$ cat src/slesc_pkg.sv
// Constants shared by the extended status and control block.
// Assumes a 32-bit AHB-Lite register bus and a baud-rate bit tick.
`default_nettype none

package slesc_pkg;

  // ****************************************************************
  // Register offsets (byte addresses)
  // ****************************************************************
  localparam logic [31:0] SLESC_STAT_OFS = 32'h0000_0000; // Status reg
  localparam logic [31:0] SLESC_CTRL_OFS = 32'h0000_0004; // Control reg

  // ****************************************************************
  // Status register field positions
  // ****************************************************************
  localparam int SLESC_S_BRK    = 7; // Break detected flag
  localparam int SLESC_S_EDGE   = 6; // Receive edge flag
  localparam int SLESC_S_RX_INVERT  = 4; // Receive inversion
  localparam int SLESC_S_IDSEL  = 3; // Standby idle select
  localparam int SLESC_S_LBRK   = 2; // Long transmit break
  localparam int SLESC_S_LIN_BREAK_DETECT_EN  = 1; // Break detect enable
  localparam int SLESC_S_RAF    = 0; // Receiver active

  // ****************************************************************
  // Control register field positions
  // ****************************************************************
  localparam int SLESC_C_R8     = 7; // Received ninth bit
  localparam int SLESC_C_T8     = 6; // Transmit ninth bit
  localparam int SLESC_C_DIR    = 5; // Single-wire direction
  localparam int SLESC_C_TX_INVERT  = 4; // Transmit inversion
  localparam int SLESC_C_OVERRUN_IRQ_EN   = 3; // Overrun irq enable
  localparam int SLESC_C_NOISE_IRQ_EN   = 2; // Noise irq enable
  localparam int SLESC_C_FRAMING_IRQ_EN   = 1; // Framing irq enable
  localparam int SLESC_C_PARITY_IRQ_EN   = 0; // Parity irq enable

  // ****************************************************************
  // Reset values
  // ****************************************************************
  localparam logic [7:0] SLESC_STAT_RST = 8'h00; // Status reset
  localparam logic [7:0] SLESC_CTRL_RST = 8'h00; // Control reset

  // ****************************************************************
  // Bit-time counts
  // ****************************************************************
  localparam logic [3:0] SLESC_TX_BRK_SHORT = 4'hA; // 10 bit times
  localparam logic [3:0] SLESC_TX_BRK_LONG  = 4'hD; // 13 bit times
  localparam logic [3:0] SLESC_RX_BRK_SHORT = 4'hA; // 10 bit times
  localparam logic [3:0] SLESC_RX_BRK_LONG  = 4'hB; // 11 bit times
  localparam logic [3:0] SLESC_FRAME_SHORT  = 4'hA; // 10 bit times

endpackage : slesc_pkg

`default_nettype wire

$ cat src/slesc_rx_if.sv
// Receive line carrier between the top and the input front end.
// Assumes both ends run on core_clk.
`timescale 1ns/1ps
`default_nettype none

interface slesc_rx_if;
  logic rx_invert;   // Receive inversion control
  logic single_wire; // Receive from transmit pin
  logic loop_int;    // Receive from internal loop
  logic rx_line;     // Selected, synced, de-inverted line
  logic edge_pulse;  // Active edge seen, one cycle

  modport front (input rx_invert, single_wire, loop_int,
                 output rx_line, edge_pulse);
  modport core  (output rx_invert, single_wire, loop_int,
                 input rx_line, edge_pulse);
endinterface : slesc_rx_if

`default_nettype wire

$ cat src/slesc_rx_front.sv
// Receive front end: pin synchronisers, source select, inversion
// and active-edge detection. Assumes asynchronous pin inputs.
`timescale 1ns/1ps
`default_nettype none

module slesc_rx_front
  import slesc_pkg::*;
(
  input  wire logic core_clk,  // Core clock
  input  wire logic rstn,      // Async reset, active low
  input  wire logic rxd_pin,   // Receive pin, async
  input  wire logic txp_pin,   // Transmit pin level, async
  input  wire logic loop_lvl,  // Internal loop level
  slesc_rx_if.front rif        // Control and line
);

  // ****************************************************************
  // State
  // ****************************************************************
  typedef struct packed {
    logic rxd_s1; // First stage, read by second only
    logic rxd_s2; // Synced receive pin
    logic txp_s1; // First stage, read by second only
    logic txp_s2; // Synced transmit pin
    logic line;   // Previous raw line
  } slesc_front_s;

  slesc_front_s st_q;   // Registered state
  slesc_front_s st_d;   // Next state
  logic         src;    // Selected raw source
  logic         line_n; // Current de-inverted line

  // Source select, inversion, synchroniser chain
  always_comb begin
    st_d        = st_q;
    st_d.rxd_s1 = rxd_pin;
    st_d.rxd_s2 = st_q.rxd_s1;
    st_d.txp_s1 = txp_pin;
    st_d.txp_s2 = st_q.txp_s1;
    if (rif.single_wire) begin
      src = st_q.txp_s2;
    end else if (rif.loop_int) begin
      src = loop_lvl;
    end else begin
      src = st_q.rxd_s2;
    end
    line_n    = src ^ rif.rx_invert;
    st_d.line = src;
  end

  // State register, idle line is high
  always_ff @(posedge core_clk or negedge rstn) begin
    if (!rstn) begin
      st_q <= '{default: 1'b1};
    end else begin
      st_q <= st_d;
    end
  end

  // Raw line kept, so an inversion change alone is no pin edge
  assign rif.rx_line    = st_q.line ^ rif.rx_invert;
  assign rif.edge_pulse = (st_q.line ^ rif.rx_invert) & ~line_n;

endmodule : slesc_rx_front

`default_nettype wire

$ cat src/slesc_top.sv
// Extended status and control of the serial unit: break detect and
// flag, receive edge flag, receiver active, line inversion, break
// lengths, ninth bits, single-wire direction and error irq enables.
// Assumes the baud generator gives one bit_tick per bit time at the
// bit centre and that the shifters and primary flags live outside.
//
// Contract
// - Break flag sets on enabled break; w1c
// - Edge flag on active input edge; w1c
// - Receive inversion covers every line level
// - Standby idle sets idle only if selected
// - Transmit break 10/11 or 13/14 bits
// - Receive break threshold 10/11 or 11/12
// - Break detect enable blocks framing, full flags
// - Active flag: start sets, idle clears
// - Ninth received bit above data byte
// - Ninth transmit bit loads with data byte
// - Single-wire pin direction follows control bit
// - Transmit inversion flips the output
// - Overrun irq when flag and enable
// - Noise irq when flag and enable
// - Framing irq when flag and enable
// - Parity irq when flag and enable
// - Frame is 10 or 11 bit times
//
// Decided for this implementation: the placing of the registers and the AHB-Lite interface to the registers.
`timescale 1ns/1ps
`default_nettype none

module slesc_top
  import slesc_pkg::*;
(
  input  wire logic        core_clk,         // Core clock, 125 MHz
  input  wire logic        rstn,             // Async reset, active low
  // AHB-Lite slave
  input  wire logic        hsel,             // Slave select
  input  wire logic [31:0] haddr,            // Address
  input  wire logic [1:0]  htrans,           // Transfer type
  input  wire logic        hwrite,           // Write access
  input  wire logic [2:0]  hsize,            // Transfer size
  input  wire logic [31:0] hwdata,           // Write data
  input  wire logic        hready,           // Bus ready
  output logic             hreadyout,        // Slave ready
  output logic             hresp,            // Response, always OKAY
  output logic [31:0]      hrdata,           // Read data
  // Unit configuration from elsewhere
  input  wire logic        bit_tick,         // One per bit time
  input  wire logic        m_mode,           // Nine data bits
  input  wire logic        loop_mode_sel,    // Loop mode
  input  wire logic        rx_source_sel,    // Receive source
  input  wire logic        tx_enable,        // Transmitter on
  // Receiver side
  input  wire logic        rxd_pin,          // Receive pin, async
  input  wire logic        rx_start_valid,   // Valid start bit
  input  wire logic        rx_idle_det,      // Idle line detected
  input  wire logic        rx_standby,       // Receiver in standby
  input  wire logic        rx_char_done,     // Character ready
  input  wire logic        rx_stop_bad,      // Stop bit was zero
  input  wire logic        rx_bit8,          // Ninth shifter bit
  input  wire logic        rx_full_flag,     // Receive buffer full
  output logic             rx_line,          // Conditioned line
  output logic             idle_flag_set,    // Idle flag may set
  output logic             rx_full_set,      // Full flag may set
  output logic             framing_set,      // Framing flag set
  output logic             break_seen,       // Break threshold met
  // Transmitter side
  input  wire logic        txd_shift,        // Shifter output level
  input  wire logic        tx_data_write,    // Data register written
  input  wire logic [7:0]  tx_data_byte,     // Byte written
  input  wire logic        tx_brk_req,       // Start a break
  output logic             tx_load,          // Load shifter pulse
  output logic [8:0]       tx_load_word,     // Word for shifter
  output logic             tx_brk_active,    // Break in progress
  output logic [3:0]       frame_bits,       // Frame length
  input  wire logic        txp_pin_i,        // Transmit pin level
  output logic             txp_pin_o,        // Transmit pin drive
  output logic             txp_pin_oe,       // Transmit pin enable
  // Primary error flags
  input  wire logic        overrun_flag,     // Overrun flag
  input  wire logic        noise_flag,       // Noise flag
  input  wire logic        framing_err_flag, // Framing flag
  input  wire logic        parity_err_flag,  // Parity flag
  output logic             irq_req           // Error irq request
);

  // ****************************************************************
  // State
  // ****************************************************************
  typedef struct packed {
    logic        wr_stat;     // Pending write to status
    logic        wr_ctrl;     // Pending write to control
    logic [31:0] rdata;       // Read data
    logic        brk_flag;    // lin_break_flag
    logic        edge_flag;   // rx_edge_flag
    logic        rx_invert;   // Receive inversion
    logic        idle_sel;    // standby_idle_flag_sel
    logic        long_brk;    // long_break_tx
    logic        lin_break_detect_en;       // lin_break_detect_en
    logic        rx_active_flag;         // rx_active_flag
    logic        r8;          // rx_ninth_bit
    logic        t8;          // tx_ninth_bit
    logic        dir_out;     // single_wire_pin_output
    logic        tx_invert;   // Transmit inversion
    logic [3:0]  irq_en;      // Overrun, noise, framing, parity
    logic [3:0]  rx_lo_cnt;   // Low bit times seen
    logic        brk_done;    // Break reported this low run
    logic [3:0]  tx_brk_cnt;  // Break bits left
    logic        tx_brk;      // Break being sent
    logic        load;        // Shifter load pulse
    logic [8:0]  load_word;   // Word for shifter
  } slesc_top_s;

  slesc_top_s  st_q;          // Registered state
  slesc_top_s  st_d;          // Next state
  slesc_rx_if  rif ();        // Receive front carrier
  logic        addr_ok;       // Address phase accepted
  logic        single_wire;   // Single-wire mode
  logic        tx_core;       // Transmit level before inversion
  logic        tx_pin_lvl;    // Transmit level at pin
  logic [3:0]  rx_thresh;     // Receive break threshold
  logic [3:0]  tx_len;        // Transmit break length
  logic [7:0]  stat_v;        // Status view after update
  logic [7:0]  ctrl_v;        // Control view after update
  logic [3:0]  err_flags;     // Primary error flags

  // ****************************************************************
  // Receive front end
  // ****************************************************************
  assign single_wire     = loop_mode_sel & rx_source_sel;
  assign rif.rx_invert   = st_q.rx_invert;
  assign rif.single_wire = single_wire;
  assign rif.loop_int    = loop_mode_sel & ~rx_source_sel;

  // Synchronisers, source select and edge detection
  slesc_rx_front u_front (
    .core_clk (core_clk),
    .rstn     (rstn),
    .rxd_pin  (rxd_pin),
    .txp_pin  (txp_pin_i),
    .loop_lvl (tx_pin_lvl),
    .rif      (rif)
  );

  // ****************************************************************
  // Frame and break lengths
  // ****************************************************************
  // frame length by mode
  assign frame_bits = SLESC_FRAME_SHORT + {3'h0, m_mode};
  assign rx_thresh  = (st_q.lin_break_detect_en ? SLESC_RX_BRK_LONG : SLESC_RX_BRK_SHORT)
                      + {3'h0, m_mode};
  assign tx_len     = (st_q.long_brk ? SLESC_TX_BRK_LONG : SLESC_TX_BRK_SHORT)
                      + {3'h0, m_mode};

  // ****************************************************************
  // Transmit path and pin
  // ****************************************************************
  assign tx_core    = st_q.tx_brk ? 1'b0 : txd_shift;
  assign tx_pin_lvl = tx_core ^ st_q.tx_invert;
  assign txp_pin_o  = tx_pin_lvl;

  // Pin enable: direction bit only in single-wire mode
  always_comb begin
    if (single_wire) begin
      txp_pin_oe = tx_enable & st_q.dir_out;
    end else begin
      txp_pin_oe = tx_enable;
    end
  end

  // ****************************************************************
  // Receiver strobes and irq
  // ****************************************************************
  assign rx_line       = rif.rx_line;
  assign idle_flag_set = rx_idle_det & (~rx_standby | st_q.idle_sel);
  assign rx_full_set   = rx_char_done & ~st_q.lin_break_detect_en & ~rx_full_flag;
  assign framing_set   = rx_char_done & rx_stop_bad & ~st_q.lin_break_detect_en;
  assign break_seen    = bit_tick & ~rif.rx_line & ~st_q.brk_done
                         & (st_q.rx_lo_cnt + 4'h1 == rx_thresh);

  assign err_flags = {overrun_flag, noise_flag,
                      framing_err_flag, parity_err_flag};
  assign irq_req   = |(err_flags & st_q.irq_en);

  // ****************************************************************
  // Bus and transmit outputs, address accept
  // ****************************************************************
  assign hreadyout    = 1'b1;
  assign hresp        = 1'b0;
  assign hrdata       = st_q.rdata;
  assign tx_load      = st_q.load;
  assign tx_load_word = st_q.load_word;
  assign tx_brk_active = st_q.tx_brk;
  assign addr_ok      = hsel & hready & htrans[1];

  // ****************************************************************
  // Next-state logic
  // ****************************************************************
  always_comb begin
    st_d      = st_q;
    st_d.load = 1'b0;

    // Data phase of a status write
    if (st_q.wr_stat) begin
      st_d.rx_invert = hwdata[SLESC_S_RX_INVERT];
      st_d.idle_sel  = hwdata[SLESC_S_IDSEL];
      st_d.long_brk  = hwdata[SLESC_S_LBRK];
      st_d.lin_break_detect_en     = hwdata[SLESC_S_LIN_BREAK_DETECT_EN];
      if (hwdata[SLESC_S_BRK]) begin
        st_d.brk_flag = 1'b0;
      end
      if (hwdata[SLESC_S_EDGE]) begin
        st_d.edge_flag = 1'b0;
      end
    end

    // Data phase of a control write
    if (st_q.wr_ctrl) begin
      st_d.t8        = hwdata[SLESC_C_T8];
      st_d.dir_out   = hwdata[SLESC_C_DIR];
      st_d.tx_invert = hwdata[SLESC_C_TX_INVERT];
      st_d.irq_en    = hwdata[SLESC_C_OVERRUN_IRQ_EN:SLESC_C_PARITY_IRQ_EN];
    end

    if (break_seen && st_q.lin_break_detect_en) begin
      st_d.brk_flag = 1'b1;
    end
    if (rif.edge_pulse) begin
      st_d.edge_flag = 1'b1;
    end

    if (rx_start_valid) begin
      st_d.rx_active_flag = 1'b1;
    end else if (rx_idle_det) begin
      st_d.rx_active_flag = 1'b0;
    end

    if (rx_full_set) begin
      st_d.r8 = rx_bit8;
    end

    if (rif.rx_line) begin
      st_d.rx_lo_cnt = 4'h0;
      st_d.brk_done  = 1'b0;
    end else if (bit_tick && !st_q.brk_done) begin
      if (break_seen) begin
        st_d.brk_done  = 1'b1;
        st_d.rx_lo_cnt = 4'h0;
      end else begin
        st_d.rx_lo_cnt = st_q.rx_lo_cnt + 4'h1;
      end
    end

    if (!st_q.tx_brk && tx_brk_req) begin
      st_d.tx_brk     = 1'b1;
      st_d.tx_brk_cnt = tx_len;
    end else if (st_q.tx_brk && bit_tick) begin
      if (st_q.tx_brk_cnt == 4'h1) begin
        st_d.tx_brk = 1'b0;
      end
      st_d.tx_brk_cnt = st_q.tx_brk_cnt - 4'h1;
    end

    if (tx_data_write) begin
      st_d.load      = 1'b1;
      st_d.load_word = {(m_mode & st_d.t8), tx_data_byte};
    end

    // Register views after this cycle's updates
    stat_v = 8'h00;
    stat_v[SLESC_S_BRK]   = st_d.brk_flag;
    stat_v[SLESC_S_EDGE]  = st_d.edge_flag;
    stat_v[SLESC_S_RX_INVERT] = st_d.rx_invert;
    stat_v[SLESC_S_IDSEL] = st_d.idle_sel;
    stat_v[SLESC_S_LBRK]  = st_d.long_brk;
    stat_v[SLESC_S_LIN_BREAK_DETECT_EN] = st_d.lin_break_detect_en;
    stat_v[SLESC_S_RAF]   = st_d.rx_active_flag;
    ctrl_v = {st_d.r8, st_d.t8, st_d.dir_out, st_d.tx_invert,
              st_d.irq_en};

    // Address phase decode
    st_d.wr_stat = 1'b0;
    st_d.wr_ctrl = 1'b0;
    st_d.rdata   = 32'h0000_0000;
    if (addr_ok && haddr == SLESC_STAT_OFS) begin
      st_d.wr_stat = hwrite;
      st_d.rdata   = hwrite ? 32'h0000_0000 : {24'h00_0000, stat_v};
    end else if (addr_ok && haddr == SLESC_CTRL_OFS) begin
      st_d.wr_ctrl = hwrite;
      st_d.rdata   = hwrite ? 32'h0000_0000 : {24'h00_0000, ctrl_v};
    end else begin
      // Unmapped: reads zero, writes dropped
      st_d.rdata = 32'h0000_0000;
    end
  end

  // ****************************************************************
  // State register
  // ****************************************************************
  always_ff @(posedge core_clk or negedge rstn) begin
    if (!rstn) begin
      st_q <= '0;
    end else begin
      st_q <= st_d;
    end
  end

endmodule : slesc_top

`default_nettype wire

$ cat config.mk
export PLATFORM = sky130hd
export DESIGN_NAME = slesc_top
export DESIGN_NICKNAME = d
export VERILOG_FILES = /design/src/slesc_pkg.sv /design/src/slesc_rx_if.sv /design/src/slesc_rx_front.sv /design/src/slesc_top.sv
export SDC_FILE = /design/constraint.sdc
export NUM_CORES = 1
export LEC_CHECK = 0
export BUFFER_PORTS_ARGS = -buffer_cell sky130_fd_sc_hd__buf_2
export CORE_MARGIN = 10
export CORE_UTILIZATION = 47
export CTS_CLUSTER_SIZE = 16
export DETAILED_ROUTE_END_ITERATION = 8
export PLACE_DENSITY = 0.9
export SYNTH_ARGS = -nofsm -noshare
export SYNTH_HDL_FRONTEND = slang
export SYNTH_HIERARCHICAL = 1
export SYNTH_SLANG_ARGS = --single-unit
$ cat constraint.sdc
create_clock -name core_clk -period 4.3 [get_ports core_clk]
set_clock_uncertainty 0.05 [all_clocks]
set_input_delay 0.86 -clock core_clk [delete_from_list [all_inputs] [get_ports core_clk]]
set_output_delay 0.86 -clock core_clk [all_outputs]
set_load 0.1 [all_outputs]
==> metrics.yaml <==
status: "finished, final reports clean"
synth_top_flop_cell: "dfrtp_1"
placed_cell_area_um2: 3000
relSlewSlack_pct: 28.4
diodes: 0
wl_met3_um: 296
leakage_nw: 1.67
fin_setup_tns_ns: 0
ant_nets: 0
nets: 449
htreeDepth: 2
synth_edf_count: 0
rsz0062_at_grt: "no"
timing.rr.end: "st_q[18]$_DFFE_PN0P_"
final_layout_size_suffix_gt1_share_pct: 41.3
top_layer: "met4"
avgViaCountPerCell: 4.72
cts_resized: 0
avgSynthCellArea_um2: 10.4
final_cell_mix: "buf_2, dfrtp_1, conb_1"
setup.worst_path.class: "input pin to primary output"
ys_ff_latch: 50
fin_ws_ns: 0.941
syn2layout_area_growth_pct: 17.5
hold_slack_ns: 0.311
ys_types: 44
cts_tree: "built"
syn_inst: 257
async_flop_share_pct: 100
cts_max_path_buffers: 2
rows: 27
die_y_um: 95.4
path_common_cell: "buf_2"
grt_first_pass_wirelength_um: 10000
crit_slowest_cell: "buf_2"
p_per_area_nw_per_um2: 446
path_cells: "buf_2 > ha_1 > xnor2_1 > nor4b_4 > buf_2"
hp-class: "flip-flop to flip-flop"
first_pass_iters: 4
yosysSeqAreaShare_pct: 47.0
postCtsHoldBufs: 0
root_buffer: "clkbuf_8"
drtIter0Drc: 100
clkTransAtPathRegs_ns: 0.08
grt_pass1_vias: 1999
worstMarginPinSlew_ns: 1.07
antenna_found_initial: 0
yosysWarnings: 6
ff_latch_area_um2: 1260
period_share_pct: 78.1
wl_per_cell_um: 15.7
ff2ff_setup_slack_ns: 2.36
startpoint: "m_mode"
cts_buffers: 5
insertion_delay_ns: 0.30
cp_data_arrival_time_ns: 2.45
vdd_drop_max_mv: 0.255
crit_end: "break_seen"
r2r-start: "st_q[16]$_DFFE_PN0P_"
wl_met2_um: 3660
drt_wl_total_um: 6490
track_usage_pct: 13.8
numClockSinks: 50
required_ns: 3.39
drv_cap: 0
port_buffers: 102
crit_path_start_kind: "input pin"
hold_viol: 0
grt_overflow: 0
m1WireLength_um: 2460
dp_hpwl_um: 5450
multi_input_area_um2: 1090
r2r_cells: 6
num_vias: 1950
initial_core_util_pct: 48.6
drc_errors: 0
core_um2: 5510
max_stage_delay_ns: 0.51
crit_fanout: 6
fmax_ghz: 0.298
fill_cells: 481
end_kind: "primary output"
finalInstanceArea_um2: 3140
p_total_mw: 1.40
gp_congestion: 0.774
finalSetupViolCount: 0
grt_max_degree: 51
post_cts.repair.setup_buffers: 0
slew_violations: 0
pre_cts_ws_ns: 0.926
pin_count: 160
dieWidth_um: 95.4
mostFrequentLayoutCell: "buf_2"
fp.dieArea_um2: 9110
fin_crit_ns: 3.36
synth_area_um2: 2680
worst max-delay path, delay by kind of cell:
family | cells | cell delay (ns)
buffers and inverters | 2 | 0.64
and+or+nand+nor | 1 | 0.45
adders and majority gates | 1 | 0.30
xor gates and xnor gates | 1 | 0.18
cells by family after synthesis:
family | synth area share, %
AO/OA/AOI/OAI | 7.44
XOR/XNOR | 2.29
adder cells (fa/ha/maj) | 2.81
buffers and inverters | 16.1
flip-flops | 47.0
multiplexers | 9.03
other | 0.281
AND/OR/NAND/NOR | 15.0
layer usage:
layer / global-route usage [%] / vias up
li1: - / 958
met1: 15.9 / 937
met2: 25.1 / 49
met3: 2.99 / 6
met4: 3.81 / 0
met5: 0 / -
cells in the mapped netlist, types with 2 or more instances:
cell | count | area (µm²)
a21o_1 | 2 | 15.0
a21oi_1 | 7 | 35.0
a22oi_1 | 2 | 15.0
a2bb2oi_1 | 2 | 17.5
buf_4 | 47 | 353
clkbuf_1 | 6 | 22.5
conb_1 | 2 | 7.51
dfrtp_1 | 45 | 1130
dfstp_2 | 5 | 131
ha_1 | 6 | 75.1
inv_1 | 15 | 56.3
mux2_2 | 17 | 191
mux2i_1 | 5 | 50.1
nand2_1 | 15 | 56.3
nand2_2 | 2 | 12.5
nand2b_1 | 4 | 25.0
nand3_1 | 2 | 10.0
nand4_1 | 2 | 12.5
nor2_1 | 21 | 78.8
nor2b_1 | 3 | 18.8
nor3_1 | 9 | 45.0
nor4_1 | 7 | 43.8
o21ai_0 | 5 | 25.0
xnor2_1 | 6 | 52.6
through the flow:
| stage | util, % | cells |
|---|---|---|
| 2_1_floorplan | - | 284 |
| 3_3_place_gp | 54.5 | 405 |
| 3_5_place_dp | 54.5 | 405 |
| 4_1_cts | 57.1 | 413 |
| 5_1_grt | 57.1 | 413 |
| 6_report | 57.1 | 413 |
worst min path at each step:
stage                                    from                         to  slack (ns)  cells past startpoint
finish              u_front/st_d[1]$_DFF_PN1_  u_front/st_q[1]$_DFF_PN1_        0.31                      0
global route        u_front/st_d[3]$_DFF_PN1_  u_front/st_q[3]$_DFF_PN1_        0.31                      0
CTS                 u_front/st_d[3]$_DFF_PN1_  u_front/st_q[3]$_DFF_PN1_        0.31                      0
detailed placement  u_front/st_d[3]$_DFF_PN1_  u_front/st_q[3]$_DFF_PN1_        0.30                      0
global placement    u_front/st_d[1]$_DFF_PN1_  u_front/st_q[1]$_DFF_PN1_        0.30                      0
floorplan           u_front/st_d[1]$_DFF_PN1_  u_front/st_q[1]$_DFF_PN1_        0.30                      0
power breakdown:
group	switching (mW)	total [mW]	internal, mW
clock	0.151	0.399	0.248
combinational	0.328	0.444	0.116
sequential	0.0424	0.558	0.516
layout make-up:
type	instances	share of cell area, %
timing repair buffer	102	16.2
multi-input combinational	166	34.6
clock buffer	6	2.63
sequential	50	40.0
inverter	15	1.79
clock inverter	2	1.91
tap	72	2.87
state kept, by name, summed over array words and instances (netlist names):
name           count
st_q              25
tx_load_word       9
hrdata             8
u_front/st_q       3
u_front/st_d       2
rif.rx_invert      1
tx_brk_active      1
tx_load            1
Note: power is estimated with default switching activity, not from simulation.
